[src/include/rscr_pkg.sv]
`default_nettype none
package rscr_pkg;
   // ---------------------------------------------------------------
   // register map
   // ---------------------------------------------------------------
   localparam logic [31:0] IDX_PREV_SLEEP = 32'h0000_407C;
   localparam logic [31:0] IDX_FAULT_HWC  = 32'h0000_407D;
   localparam logic [31:0] IDX_POWER_ON   = 32'h0000_407E;
   localparam logic [31:0] IDX_SLEEP      = 32'h0000_407F;
   localparam logic [31:0] IDX_INT_STATUS = 32'h0000_4090;
   localparam logic [31:0] IDX_INT_MASK   = 32'h0000_4091;
   localparam logic [31:0] IDX_CHAN_STATE = 32'h0000_4092;
   localparam logic [31:0] ADDR_PREV_SLEEP = IDX_PREV_SLEEP << 2;
   localparam logic [31:0] ADDR_FAULT_HWC  = IDX_FAULT_HWC << 2;
   localparam logic [31:0] ADDR_POWER_ON   = IDX_POWER_ON << 2;
   localparam logic [31:0] ADDR_SLEEP      = IDX_SLEEP << 2;
   localparam logic [31:0] ADDR_INT_STATUS = IDX_INT_STATUS << 2;
   localparam logic [31:0] ADDR_INT_MASK   = IDX_INT_MASK << 2;
   localparam logic [31:0] ADDR_CHAN_STATE = IDX_CHAN_STATE << 2;
   // ---------------------------------------------------------------
   // writable bits and reset values
   // ---------------------------------------------------------------
   localparam logic [15:0] MASK_SLOT_REG  = 16'hE11F;
   localparam logic [15:0] MASK_FAULT_HWC = 16'hDFC0;
   localparam logic [15:0] RST_PREV_SLEEP = 16'h0100;
   localparam logic [15:0] RST_FAULT_HWC  = 16'h0200;
   localparam logic [15:0] RST_POWER_ON   = 16'h0000;
   localparam logic [15:0] RST_SLEEP      = 16'h0100;
   localparam int          INT_W          = 2;
   localparam int          INT_UV_EVENT   = 0;
   localparam int          INT_UV_OFF     = 1;
   // ---------------------------------------------------------------
   // field positions
   // ---------------------------------------------------------------
   localparam int UV_RESP_MSB = 15;
   localparam int UV_RESP_LSB = 14;
   localparam int HWC_SRC_MSB = 12;
   localparam int HWC_SRC_LSB = 11;
   localparam int HWC_VPICK   = 10;
   localparam int HWC_MODE_MSB = 9;
   localparam int HWC_MODE_LSB = 8;
   localparam int FLOAT_BIT   = 7;
   localparam int SWITCH_BIT  = 6;
   localparam int SLOT_MSB    = 15;
   localparam int SLOT_LSB    = 13;
   localparam int MODE_BIT    = 8;
   localparam int VCODE_MSB   = 4;
   localparam int VCODE_LSB   = 0;
   // ---------------------------------------------------------------
   // codes
   // ---------------------------------------------------------------
   localparam logic [1:0] UV_IGNORE   = 2'h0;
   localparam logic [1:0] UV_OFF      = 2'h1;
   localparam logic [1:0] UV_SYSRESET = 2'h2;
   localparam logic [1:0] HWC_NONE    = 2'h0;
   localparam logic [1:0] HWC_IN1     = 2'h1;
   localparam logic [1:0] HWC_IN2     = 2'h2;
   localparam logic [1:0] HWC_EITHER  = 2'h3;
   localparam logic [1:0] HMODE_OFF   = 2'h1;
   localparam logic [1:0] HMODE_FOLLOW = 2'h3;
   localparam logic [2:0] SLOT_NEVER  = 3'h0;
   localparam logic [2:0] SLOT_FIRST  = 3'h1;
   localparam logic [2:0] SLOT_LAST   = 3'h5;
   localparam logic [2:0] SLOT_HWEN1  = 3'h6;
   localparam logic [2:0] SLOT_HWEN2  = 3'h7;
   localparam logic [2:0] SLP_TRANS5  = 3'h0;
   localparam logic [2:0] SLP_TRANS3  = 3'h6;
   localparam logic [2:0] SLP_TRANS1  = 3'h7;
   localparam logic [2:0] TSLOT1      = 3'h1;
   localparam logic [2:0] TSLOT3      = 3'h3;
   localparam logic [2:0] TSLOT5      = 3'h5;
   localparam logic [2:0] TSLOT_MIRROR = 3'h6;
   localparam logic [2:0] HSIZE_WORD  = 3'h2;
   // ---------------------------------------------------------------
   // voltage map
   // ---------------------------------------------------------------
   localparam int VCODE_W    = 5;
   localparam int MV_W       = 12;
   localparam int KNEE_CODE  = 13;
   localparam int BASE_LO_MV = 1000;
   localparam int STEP_LO_MV = 50;
   localparam int BASE_HI_MV = 1700;
   localparam int STEP_HI_MV = 100;
   typedef enum logic [1:0] {ST_OFF, ST_ACTIVE, ST_SLEEP} rscr_state_e;
endpackage : rscr_pkg
`default_nettype wire

[src/include/rscr_volt_if.sv]
`default_nettype none
interface rscr_volt_if;
   import rscr_pkg::*;
   logic [VCODE_W-1:0] code;
   logic [MV_W-1:0]    mv;
   modport conv (input code, output mv);
   modport user (output code, input mv);
endinterface : rscr_volt_if
`default_nettype wire

[src/design/rscr_regs.sv]
`default_nettype none
module rscr_regs
   import rscr_pkg::*;
(
   input  wire logic               CLK,
   input  wire logic               RESET_N,
   input  wire logic               HSEL,
   input  wire logic [31:0]        HADDR,
   input  wire logic [1:0]         HTRANS,
   input  wire logic               HWRITE,
   input  wire logic [2:0]         HSIZE,
   input  wire logic [31:0]        HWDATA,
   input  wire logic               HREADY,
   output var  logic [31:0]        HRDATA,
   output logic                    HREADYOUT,
   output logic                    HRESP,
   input  wire logic               HW_CTRL1,
   input  wire logic               HW_CTRL2,
   input  wire logic               HW_ENABLE1,
   input  wire logic               HW_ENABLE2,
   input  wire logic               UNDERVOLT,
   input  wire logic               SEQ_STROBE,
   input  wire logic [2:0]         SEQ_SLOT,
   input  wire logic               SEQ_POWER_UP,
   output var  logic               REG_ENABLE,
   output var  logic               REG_LOW_POWER,
   output var  logic [VCODE_W-1:0] REG_VCODE,
   output var  logic [MV_W-1:0]    REG_MV,
   output var  logic               REG_DISCHARGE,
   output var  logic               REG_OUTPUT_FLOAT,
   output var  logic               REG_SWITCH_MODE,
   output var  logic [VCODE_W-1:0] PREV_SLEEP_VCODE,
   output var  logic               SYS_RESET_REQ,
   output logic                    IRQ
);
   // ---------------------------------------------------------------
   // pin synchronisers
   // ---------------------------------------------------------------
   localparam int PIN_N = 5;
   localparam int P_C1 = 0;
   localparam int P_C2 = 1;
   localparam int P_E1 = 2;
   localparam int P_E2 = 3;
   localparam int P_UV = 4;
   wire  [PIN_N-1:0] pin_raw = {UNDERVOLT, HW_ENABLE2, HW_ENABLE1, HW_CTRL2, HW_CTRL1};
   logic [PIN_N-1:0] pin_meta;
   logic [PIN_N-1:0] pin_sync;
   logic [PIN_N-1:0] pin_prev;
   genvar gi;
   generate
      for (gi = 0; gi < PIN_N; gi++) begin : g_sync
         always_ff @(posedge CLK or negedge RESET_N) begin
            if (!RESET_N) begin
               pin_meta[gi] <= 1'b0;
               pin_sync[gi] <= 1'b0;
               pin_prev[gi] <= 1'b0;
            end else begin
               pin_meta[gi] <= pin_raw[gi];
               pin_sync[gi] <= pin_meta[gi];
               pin_prev[gi] <= pin_sync[gi];
            end
         end
      end
   endgenerate

   // ---------------------------------------------------------------
   // registers and fields
   // ---------------------------------------------------------------
   logic [15:0]      prev_sleep_ctl;
   logic [15:0]      fault_ctl;
   logic [15:0]      on_ctl;
   logic [15:0]      sleep_ctl;
   logic [INT_W-1:0] int_status;
   logic [INT_W-1:0] int_mask;
   rscr_state_e      state;
   rscr_state_e      next_state;

   wire [1:0]         undervoltage_response   = fault_ctl[UV_RESP_MSB:UV_RESP_LSB];
   wire [1:0]         hw_control_source       = fault_ctl[HWC_SRC_MSB:HWC_SRC_LSB];
   wire               hw_control_voltage_pick = fault_ctl[HWC_VPICK];
   wire [1:0]         hw_control_mode         = fault_ctl[HWC_MODE_MSB:HWC_MODE_LSB];
   wire               output_float_select     = fault_ctl[FLOAT_BIT];
   wire               pass_switch_select      = fault_ctl[SWITCH_BIT];
   wire [2:0]         power_on_slot           = on_ctl[SLOT_MSB:SLOT_LSB];
   wire               active_low_power_select = on_ctl[MODE_BIT];
   wire [VCODE_W-1:0] active_voltage_code     = on_ctl[VCODE_MSB:VCODE_LSB];
   wire [2:0]         sleep_slot              = sleep_ctl[SLOT_MSB:SLOT_LSB];
   wire               sleep_low_power_select  = sleep_ctl[MODE_BIT];
   wire [VCODE_W-1:0] sleep_voltage_code      = sleep_ctl[VCODE_MSB:VCODE_LSB];
   wire [VCODE_W-1:0] prev_sleep_voltage_code = prev_sleep_ctl[VCODE_MSB:VCODE_LSB];

   // ---------------------------------------------------------------
   // bus slave
   // ---------------------------------------------------------------
   logic        rd_wait;
   logic        wr_pend;
   logic [31:0] addr_q;
   wire         accept   = HSEL & HREADY & HTRANS[1];
   wire         wr_word  = HSIZE == HSIZE_WORD;
   wire [15:0]  wdata    = HWDATA[15:0];
   wire         wr_prev  = wr_pend & (addr_q == ADDR_PREV_SLEEP);
   wire         wr_fault = wr_pend & (addr_q == ADDR_FAULT_HWC);
   wire         wr_on    = wr_pend & (addr_q == ADDR_POWER_ON);
   wire         wr_sleep = wr_pend & (addr_q == ADDR_SLEEP);
   wire         wr_imask = wr_pend & (addr_q == ADDR_INT_MASK);
   wire         rd_stat  = rd_wait & (addr_q == ADDR_INT_STATUS);
   wire [31:0]  rd_mux   =
      (addr_q == ADDR_PREV_SLEEP) ? {16'h0000, prev_sleep_ctl} :
      (addr_q == ADDR_FAULT_HWC)  ? {16'h0000, fault_ctl} :
      (addr_q == ADDR_POWER_ON)   ? {16'h0000, on_ctl} :
      (addr_q == ADDR_SLEEP)      ? {16'h0000, sleep_ctl} :
      (addr_q == ADDR_INT_STATUS) ? {30'h0000_0000, int_status} :
      (addr_q == ADDR_INT_MASK)   ? {30'h0000_0000, int_mask} :
      (addr_q == ADDR_CHAN_STATE) ? {30'h0000_0000, state} : 32'h0000_0000;

   assign HREADYOUT = ~rd_wait;
   assign HRESP     = 1'b0;

   always_ff @(posedge CLK or negedge RESET_N) begin
      if (!RESET_N) begin
         rd_wait <= 1'b0;
         wr_pend <= 1'b0;
         addr_q  <= 32'h0000_0000;
         HRDATA  <= 32'h0000_0000;
      end else begin
         rd_wait <= accept & ~HWRITE;
         wr_pend <= accept & HWRITE & wr_word;
         if (accept) begin
            addr_q <= HADDR;
         end
         if (rd_wait) begin
            HRDATA <= rd_mux;
         end
      end
   end

   always_ff @(posedge CLK or negedge RESET_N) begin
      if (!RESET_N) begin
         prev_sleep_ctl <= RST_PREV_SLEEP;
         fault_ctl      <= RST_FAULT_HWC;
         on_ctl         <= RST_POWER_ON;
         sleep_ctl      <= RST_SLEEP;
         int_mask       <= '0;
      end else begin
         if (wr_prev)  prev_sleep_ctl <= wdata & MASK_SLOT_REG;
         if (wr_fault) fault_ctl      <= wdata & MASK_FAULT_HWC;
         if (wr_on)    on_ctl         <= wdata & MASK_SLOT_REG;
         if (wr_sleep) sleep_ctl      <= wdata & MASK_SLOT_REG;
         if (wr_imask) int_mask       <= HWDATA[INT_W-1:0];
      end
   end

   // ---------------------------------------------------------------
   // hardware control and enable inputs
   // ---------------------------------------------------------------
   wire hwc_act = (hw_control_source == HWC_IN1 & pin_sync[P_C1]) |
                  (hw_control_source == HWC_IN2 & pin_sync[P_C2]) |
                  (hw_control_source == HWC_EITHER & (pin_sync[P_C1] | pin_sync[P_C2]));
   wire hwen_mode = (power_on_slot == SLOT_HWEN1) | (power_on_slot == SLOT_HWEN2);
   wire hwen_lvl  = (power_on_slot == SLOT_HWEN1) ? pin_sync[P_E1] : pin_sync[P_E2];
   wire hwen_old  = (power_on_slot == SLOT_HWEN1) ? pin_prev[P_E1] : pin_prev[P_E2];
   wire hwen_rise = hwen_mode & hwen_lvl & ~hwen_old;
   wire hwen_fall = hwen_mode & ~hwen_lvl & hwen_old;

   // ---------------------------------------------------------------
   // undervoltage
   // ---------------------------------------------------------------
   wire uv_event = pin_sync[P_UV] & ~pin_prev[P_UV];
   wire uv_off   = uv_event & (undervoltage_response == UV_OFF);
   wire uv_reset = uv_event & (undervoltage_response == UV_SYSRESET);
   wire [INT_W-1:0] int_set = {uv_off, uv_event};
   wire [INT_W-1:0] next_int_status = (rd_stat ? '0 : int_status) | int_set;

   always_ff @(posedge CLK or negedge RESET_N) begin
      if (!RESET_N) begin
         int_status    <= '0;
         SYS_RESET_REQ <= 1'b0;
      end else begin
         int_status    <= next_int_status;
         SYS_RESET_REQ <= uv_reset;
      end
   end

   assign IRQ = |(int_status & int_mask);

   // ---------------------------------------------------------------
   // timeslot sequencing
   // ---------------------------------------------------------------
   wire       on_in_range = (power_on_slot >= SLOT_FIRST) & (power_on_slot <= SLOT_LAST);
   wire       slp_disable = (sleep_slot >= SLOT_FIRST) & (sleep_slot <= SLOT_LAST);
   wire [2:0] slp_time    = (sleep_slot == SLP_TRANS5) ? TSLOT5 :
                            (sleep_slot == SLP_TRANS3) ? TSLOT3 :
                            (sleep_slot == SLP_TRANS1) ? TSLOT1 :
                            TSLOT_MIRROR - sleep_slot;
   wire       up_hit      = SEQ_STROBE & SEQ_POWER_UP;
   wire       down_hit    = SEQ_STROBE & ~SEQ_POWER_UP & (state == ST_ACTIVE) & (SEQ_SLOT == slp_time);

   always_comb begin
      next_state = state;
      if (uv_off) begin
         next_state = ST_OFF;
      end else if (hwen_mode) begin
         if (hwen_rise) begin
            next_state = ST_ACTIVE;
         end else if (hwen_fall) begin
            next_state = ST_OFF;
         end else if (down_hit) begin
            next_state = ST_SLEEP;
         end else if (up_hit & hwen_lvl & (state == ST_SLEEP)) begin
            next_state = ST_ACTIVE;
         end
      end else if (up_hit & on_in_range & (SEQ_SLOT == power_on_slot)) begin
         next_state = ST_ACTIVE;
      end else if (down_hit) begin
         next_state = slp_disable ? ST_OFF : ST_SLEEP;
      end
   end

   always_ff @(posedge CLK or negedge RESET_N) begin
      if (!RESET_N) begin
         state <= ST_OFF;
      end else begin
         state <= next_state;
      end
   end

   // ---------------------------------------------------------------
   // regulator outputs
   // ---------------------------------------------------------------
   rscr_volt_if vif ();
   rscr_volt_map u_volt_map (
      .vif (vif.conv)
   );
   wire               next_enable = (state != ST_OFF) & ~(hwc_act & (hw_control_mode == HMODE_OFF));
   wire               sw_low_power = (state == ST_SLEEP) ? sleep_low_power_select
                                                         : active_low_power_select;
   wire               hw_low_power = (hw_control_mode == HMODE_FOLLOW) ? active_low_power_select
                                                                       : 1'b1;
   wire               next_low_power = hwc_act ? hw_low_power : sw_low_power;
   wire [VCODE_W-1:0] hw_vcode = hw_control_voltage_pick ? sleep_voltage_code
                                                         : active_voltage_code;
   wire [VCODE_W-1:0] sw_vcode = (state == ST_SLEEP) ? sleep_voltage_code : active_voltage_code;
   assign vif.code = hwc_act ? hw_vcode : sw_vcode;

   always_ff @(posedge CLK or negedge RESET_N) begin
      if (!RESET_N) begin
         REG_ENABLE       <= 1'b0;
         REG_LOW_POWER    <= 1'b0;
         REG_VCODE        <= '0;
         REG_MV           <= MV_W'(BASE_LO_MV);
         REG_DISCHARGE    <= 1'b1;
         REG_OUTPUT_FLOAT <= 1'b0;
         REG_SWITCH_MODE  <= 1'b0;
         PREV_SLEEP_VCODE <= '0;
      end else begin
         REG_ENABLE       <= next_enable;
         REG_LOW_POWER    <= next_low_power;
         REG_VCODE        <= vif.code;
         REG_MV           <= vif.mv;
         REG_DISCHARGE    <= ~next_enable & ~output_float_select;
         REG_OUTPUT_FLOAT <= ~next_enable & output_float_select;
         REG_SWITCH_MODE  <= pass_switch_select;
         PREV_SLEEP_VCODE <= prev_sleep_voltage_code;
      end
   end
endmodule : rscr_regs
`default_nettype wire

[src/design/rscr_volt_map.sv]
`default_nettype none
module rscr_volt_map
   import rscr_pkg::*;
(
   rscr_volt_if.conv vif
);
   // ---------------------------------------------------------------
   // code to millivolts
   // ---------------------------------------------------------------
   wire        below_knee = int'(vif.code) < KNEE_CODE;
   wire [31:0] lo_mv      = 32'(BASE_LO_MV + STEP_LO_MV * int'(vif.code));
   wire [31:0] hi_mv      = 32'(BASE_HI_MV + STEP_HI_MV * (int'(vif.code) - KNEE_CODE));
   assign vif.mv = below_knee ? lo_mv[MV_W-1:0] : hi_mv[MV_W-1:0];
endmodule : rscr_volt_map
`default_nettype wire

[config.mk]
export PLATFORM = sky130hd
export DESIGN_NAME = rscr_regs
export DESIGN_NICKNAME = d
export VERILOG_FILES = /design/src/include/rscr_pkg.sv /design/src/include/rscr_volt_if.sv /design/src/design/rscr_regs.sv /design/src/design/rscr_volt_map.sv
export SDC_FILE = /design/constraint.sdc
export NUM_CORES = 1
export LEC_CHECK = 0
export ABC_AREA = 0
export BUFFER_PORTS_ARGS = -buffer_cell sky130_fd_sc_hd__buf_2
export CORE_ASPECT_RATIO = 0.8
export CORE_MARGIN = 2
export CORE_UTILIZATION = 30
export CTS_BUF_LIST = sky130_fd_sc_hd__clkbuf_16
export CTS_CLUSTER_DIAMETER = 80
export DETAILED_ROUTE_END_ITERATION = 10
export GPL_TIMING_DRIVEN = 0
export PLACE_DENSITY = 0.52
export SYNTH_ARGS = -nofsm -noshare
export SYNTH_HDL_FRONTEND = slang
export SYNTH_SLANG_ARGS = --single-unit
[constraint.sdc]
create_clock -name CLK -period 6 [get_ports CLK]
set_clock_uncertainty 0.05 [all_clocks]
set_input_delay 1.2 -clock CLK [delete_from_list [all_inputs] [get_ports CLK]]
set_output_delay 1.2 -clock CLK [all_outputs]
set_load 0.02 [all_outputs]
==> flow_summary_export.csv <==
group,metric,value,unit
outcome,outcome,"finished, final reports clean",
final_layout,multi_input_area,3200,um2
die,rows,48,
yosys,synth_xor_area_share,4.31,%
critical_path,required,6.25,ns
sta,setup_viol,0,
final_layout,finalInstanceArea,8370,um2
run,drv_cap,0,
yosys,synth_common_cells,"121 x dfrtp_1, 70 x mux2_2, 35 x ha_1",
place,placed_area,7730,um2
yosys,synth.most_common_cell,"dfrtp_1",
die,die_width,171,um
die,dieArea,23600,um2
routing,wl,16.0,mm
grt,grt_pass1_wl,25.9,mm
routing,dr.pass1.iters,4,
yosys,synth-simple-area-share,10.0,%
power_and_ir_drop,p_per_area,259,nW/um2
sta,max-slew-margin-rel,34.7,%
sta,finalSetupTns,0,ns
die,pin_count,147,
grt,antenna_found_initial,0,
final_layout,antenna_cells,0,
sta,fin_crit,5.64,ns
grt,grtUsageTotal,14.4,%
sta,finalHoldViolations,0,
yosys,synth_adder_area_share,8.17,%
routing,drc,0,
critical_path,crit_path_end_kind,"flop",
sta,slew_viol_final,0,
yosys,synthTopCellsByArea,"dfrtp_1 45%, mux2_2 12%, ha_1 6.5%",
clock_tree,root_buffer,"clkbuf_16",
clock_tree,cts_made_buffers,17,
yosys,synth-main-ff-cell,"dfrtp_1",
critical_path,critPathMaxFanout,6,
routing,via_per_inst,4.55,
yosys,synth_cell_types,65,
yosys,synth_edf_count,0,
critical_path,worstSetupPathType,"reg -> reg",
grt,first_global_vias,4831,
die,initial_utilization,30.9,%
sta,period_share,94.0,%
grt,grt_overflow,0,
sta,rsz0062_at_grt,"false",
place,portBuffers,109,
yosys,synth_mux_area_share,14.8,%
sta,tightestPinTransition,0.974,ns
yosys,synth-compound-area-share,8.71,%
yosys,synth_top_cell_by_area,"dfrtp_1",
yosys,async_reset_ff_share,100,%
clock_tree,worstSkewPairLatency,0.42,ns
die,coreArea,21700,um2
die,die-height,138,um
yosys,syn_area,6710,um2
critical_path,cp-start-kind,"flop",
critical_path,cp_data_arrival_time,5.89,ns
final_layout,final_nets,840,
power_and_ir_drop,p_leak,4.08,nW
final_layout,drive_above_1_share,36.6,%
clock_tree,ctsHoldBuffers,0,
yosys,ys_seq_elements,131,
yosys,yosys_warnings,0,
place,gp_congestion,0.785,
worst_hold_path,hold_path_class,"reg -> reg",
final_layout,fillers,2152,
routing,vias,4686,
clock_tree,htree_levels,4,
grt,grt_max_degree,75,
clock_tree,cts_tree,"built",
yosys,yosysSeqAreaShare,49.0,%
yosys,syn_area_per_cell,11.9,um2
sta,fmax,0.177,GHz
place,hpwlAfterDp,12.1,mm
clock_tree,clk_pin_slew,0.06,ns
clock_tree,cts_buffer_depth,2,
routing,detail_route.wl_per_cell,15.5,um
yosys,synth.top_cell.area_share,45.1,%
clock_tree,cts_num_sinks,131,
yosys,synth_cells,565,
power_and_ir_drop,peakVddDrop,0.190,mV
yosys,synth_top_family_by_area,"multiplexers",
routing,ant_nets,0,
final_layout,area_delta_synth_final,24.8,%
final_layout,register_area,3290,um2
routing,drtIter0Drc,214,
## stage by stage
stage / utilization (%) / total power, W / hold slack (ns) / worst slack [ns] / cells
4_1_cts: 38.3 / 0.00220 / 0.307 / 0.0915 / 1025
5_1_grt: 38.5 / 0.00227 / 0.310 / 0.0352 / 1029
3_3_place_gp: 35.4 / 0.00119 / 0.288 / -0.211 / 992
6_report: 38.5 / 0.00217 / 0.302 / 0.360 / 1029
2_1_floorplan: - / 0.00111 / 0.281 / 0.769 / 583
3_5_place_dp: 35.6 / 0.00120 / 0.291 / -0.208 / 993
## cell usage in the layout, fill, tap and decap left out, types with 4 or more instances in the layout
master	count
nand2_1	20
a21o_1	7
nor2_1	26
conb_1	19
clkbuf_16	17
buf_4	24
a21oi_1	23
inv_1	30
inv_8	5
nor3b_1	4
dfstp_2	10
o21ai_0	12
nand2b_1	6
clkbuf_1	12
nand3_1	10
buf_2	109
inv_6	4
mux2_2	70
dfrtp_1	120
a22o_1	8
ha_1	35
a31oi_1	5
mux2i_1	16
nor3_1	8
xnor2_1	24
xor2_1	8
nor2b_1	7
fa_1	5
nor4_1	7
o2bb2ai_1	8
## registers in the layout, summed over array words and instances, names as in the netlist
signal            count
REG_SWITCH_MODE       1
int_status            2
REG_OUTPUT_FLOAT      1
REG_VCODE             5
on_ctl                9
pin_sync              5
sleep_ctl             9
REG_DISCHARGE         1
state                 2
PREV_SLEEP_VCODE      5
pin_meta              5
fault_ctl             9
REG_LOW_POWER         1
rd_wait               1
HRDATA               15
SYS_RESET_REQ         1
pin_prev              3
prev_sleep_ctl        9
REG_MV               11
addr_q               32
REG_ENABLE            1
wr_pend               1
int_mask              2
## logic make-up after synthesis
family	count (synthesis)
buffers and inverters	66
AOI/OAI and AO/OA	84
and+or+nand+nor	120
xor gates and xnor gates	33
other	1
adders and majority gates	41
DFF	131
muxes	89
## worst max-delay path, cell delays in order (launching register included)
cell      delay, ns
dfrtp_1        0.41
a22oi_4        0.31
mux2i_4        0.39
mux2i_4        0.36
inv_1          0.19
ha_1           0.28
nor4_4         0.37
nor2b_1        0.13
nand2b_1       0.25
inv_2          0.16
fa_1           0.44
ha_1           0.32
ha_1           0.22
inv_1          0.07
fa_1           0.44
inv_1          0.11
o21ai_0        0.12
a41oi_2        0.23
nor3_1         0.09
xnor2_1        0.15
a31o_2         0.21
and3_1         0.19
## layout make-up
class | instances | share of cell area (%)
Sequential cell | 131 | 39.3
Multi-Input combinational cell | 386 | 38.3
Timing Repair Buffer | 114 | 7.28
Clock buffer | 17 | 5.08
Tap cell | 300 | 4.48
Buffer | 35 | 2.50
Clock inverter | 15 | 1.70
Inverter | 31 | 1.39
## per-layer routing
layer,track usage [%],vias up,share of wire (%)
li1,-,2285,-
met1,19.7,2276,49
met2,22.9,115,46
met3,2.87,10,4.5
met4,4.76,0,0.89
met5,0,-,0
## repair_timing
item,CTS,global route
gates resized for setup,3,5
setup buffers,0,4
endpoints found under the setup margin,1,1
## report_power, final
group | switching, W | internal [W] | total [W]
registers | 0.0000377 | 0.000940 | 0.000978
logic | 0.000110 | 0.0000972 | 0.000207
clock network | 0.000433 | 0.000550 | 0.000983
total | 0.000581 | 0.00159 | 0.00217
## worst paths after layout
kind	from	endpoint	slack [ns]	depth (start not counted)
setup / recovery	pin_sync[0]$_DFF_PN0_	REG_MV[11]$_DFF_PN0_	0.36	21
hold / removal	pin_meta[2]$_DFF_PN0_	pin_sync[2]$_DFF_PN0_	0.30	0
setup reg to reg	pin_sync[0]$_DFF_PN0_	REG_MV[11]$_DFF_PN0_	0.36	21
hold reg to reg	pin_meta[2]$_DFF_PN0_	pin_sync[2]$_DFF_PN0_	0.30	0
max in group asynchronous	RESET_N	SYS_RESET_REQ$_DFF_PN0_	4.42	2
min in group asynchronous	RESET_N	HRDATA[7]$_DFFE_PN0P_	0.75	1
No activity file was read; power rests on OpenSTA's default activity.
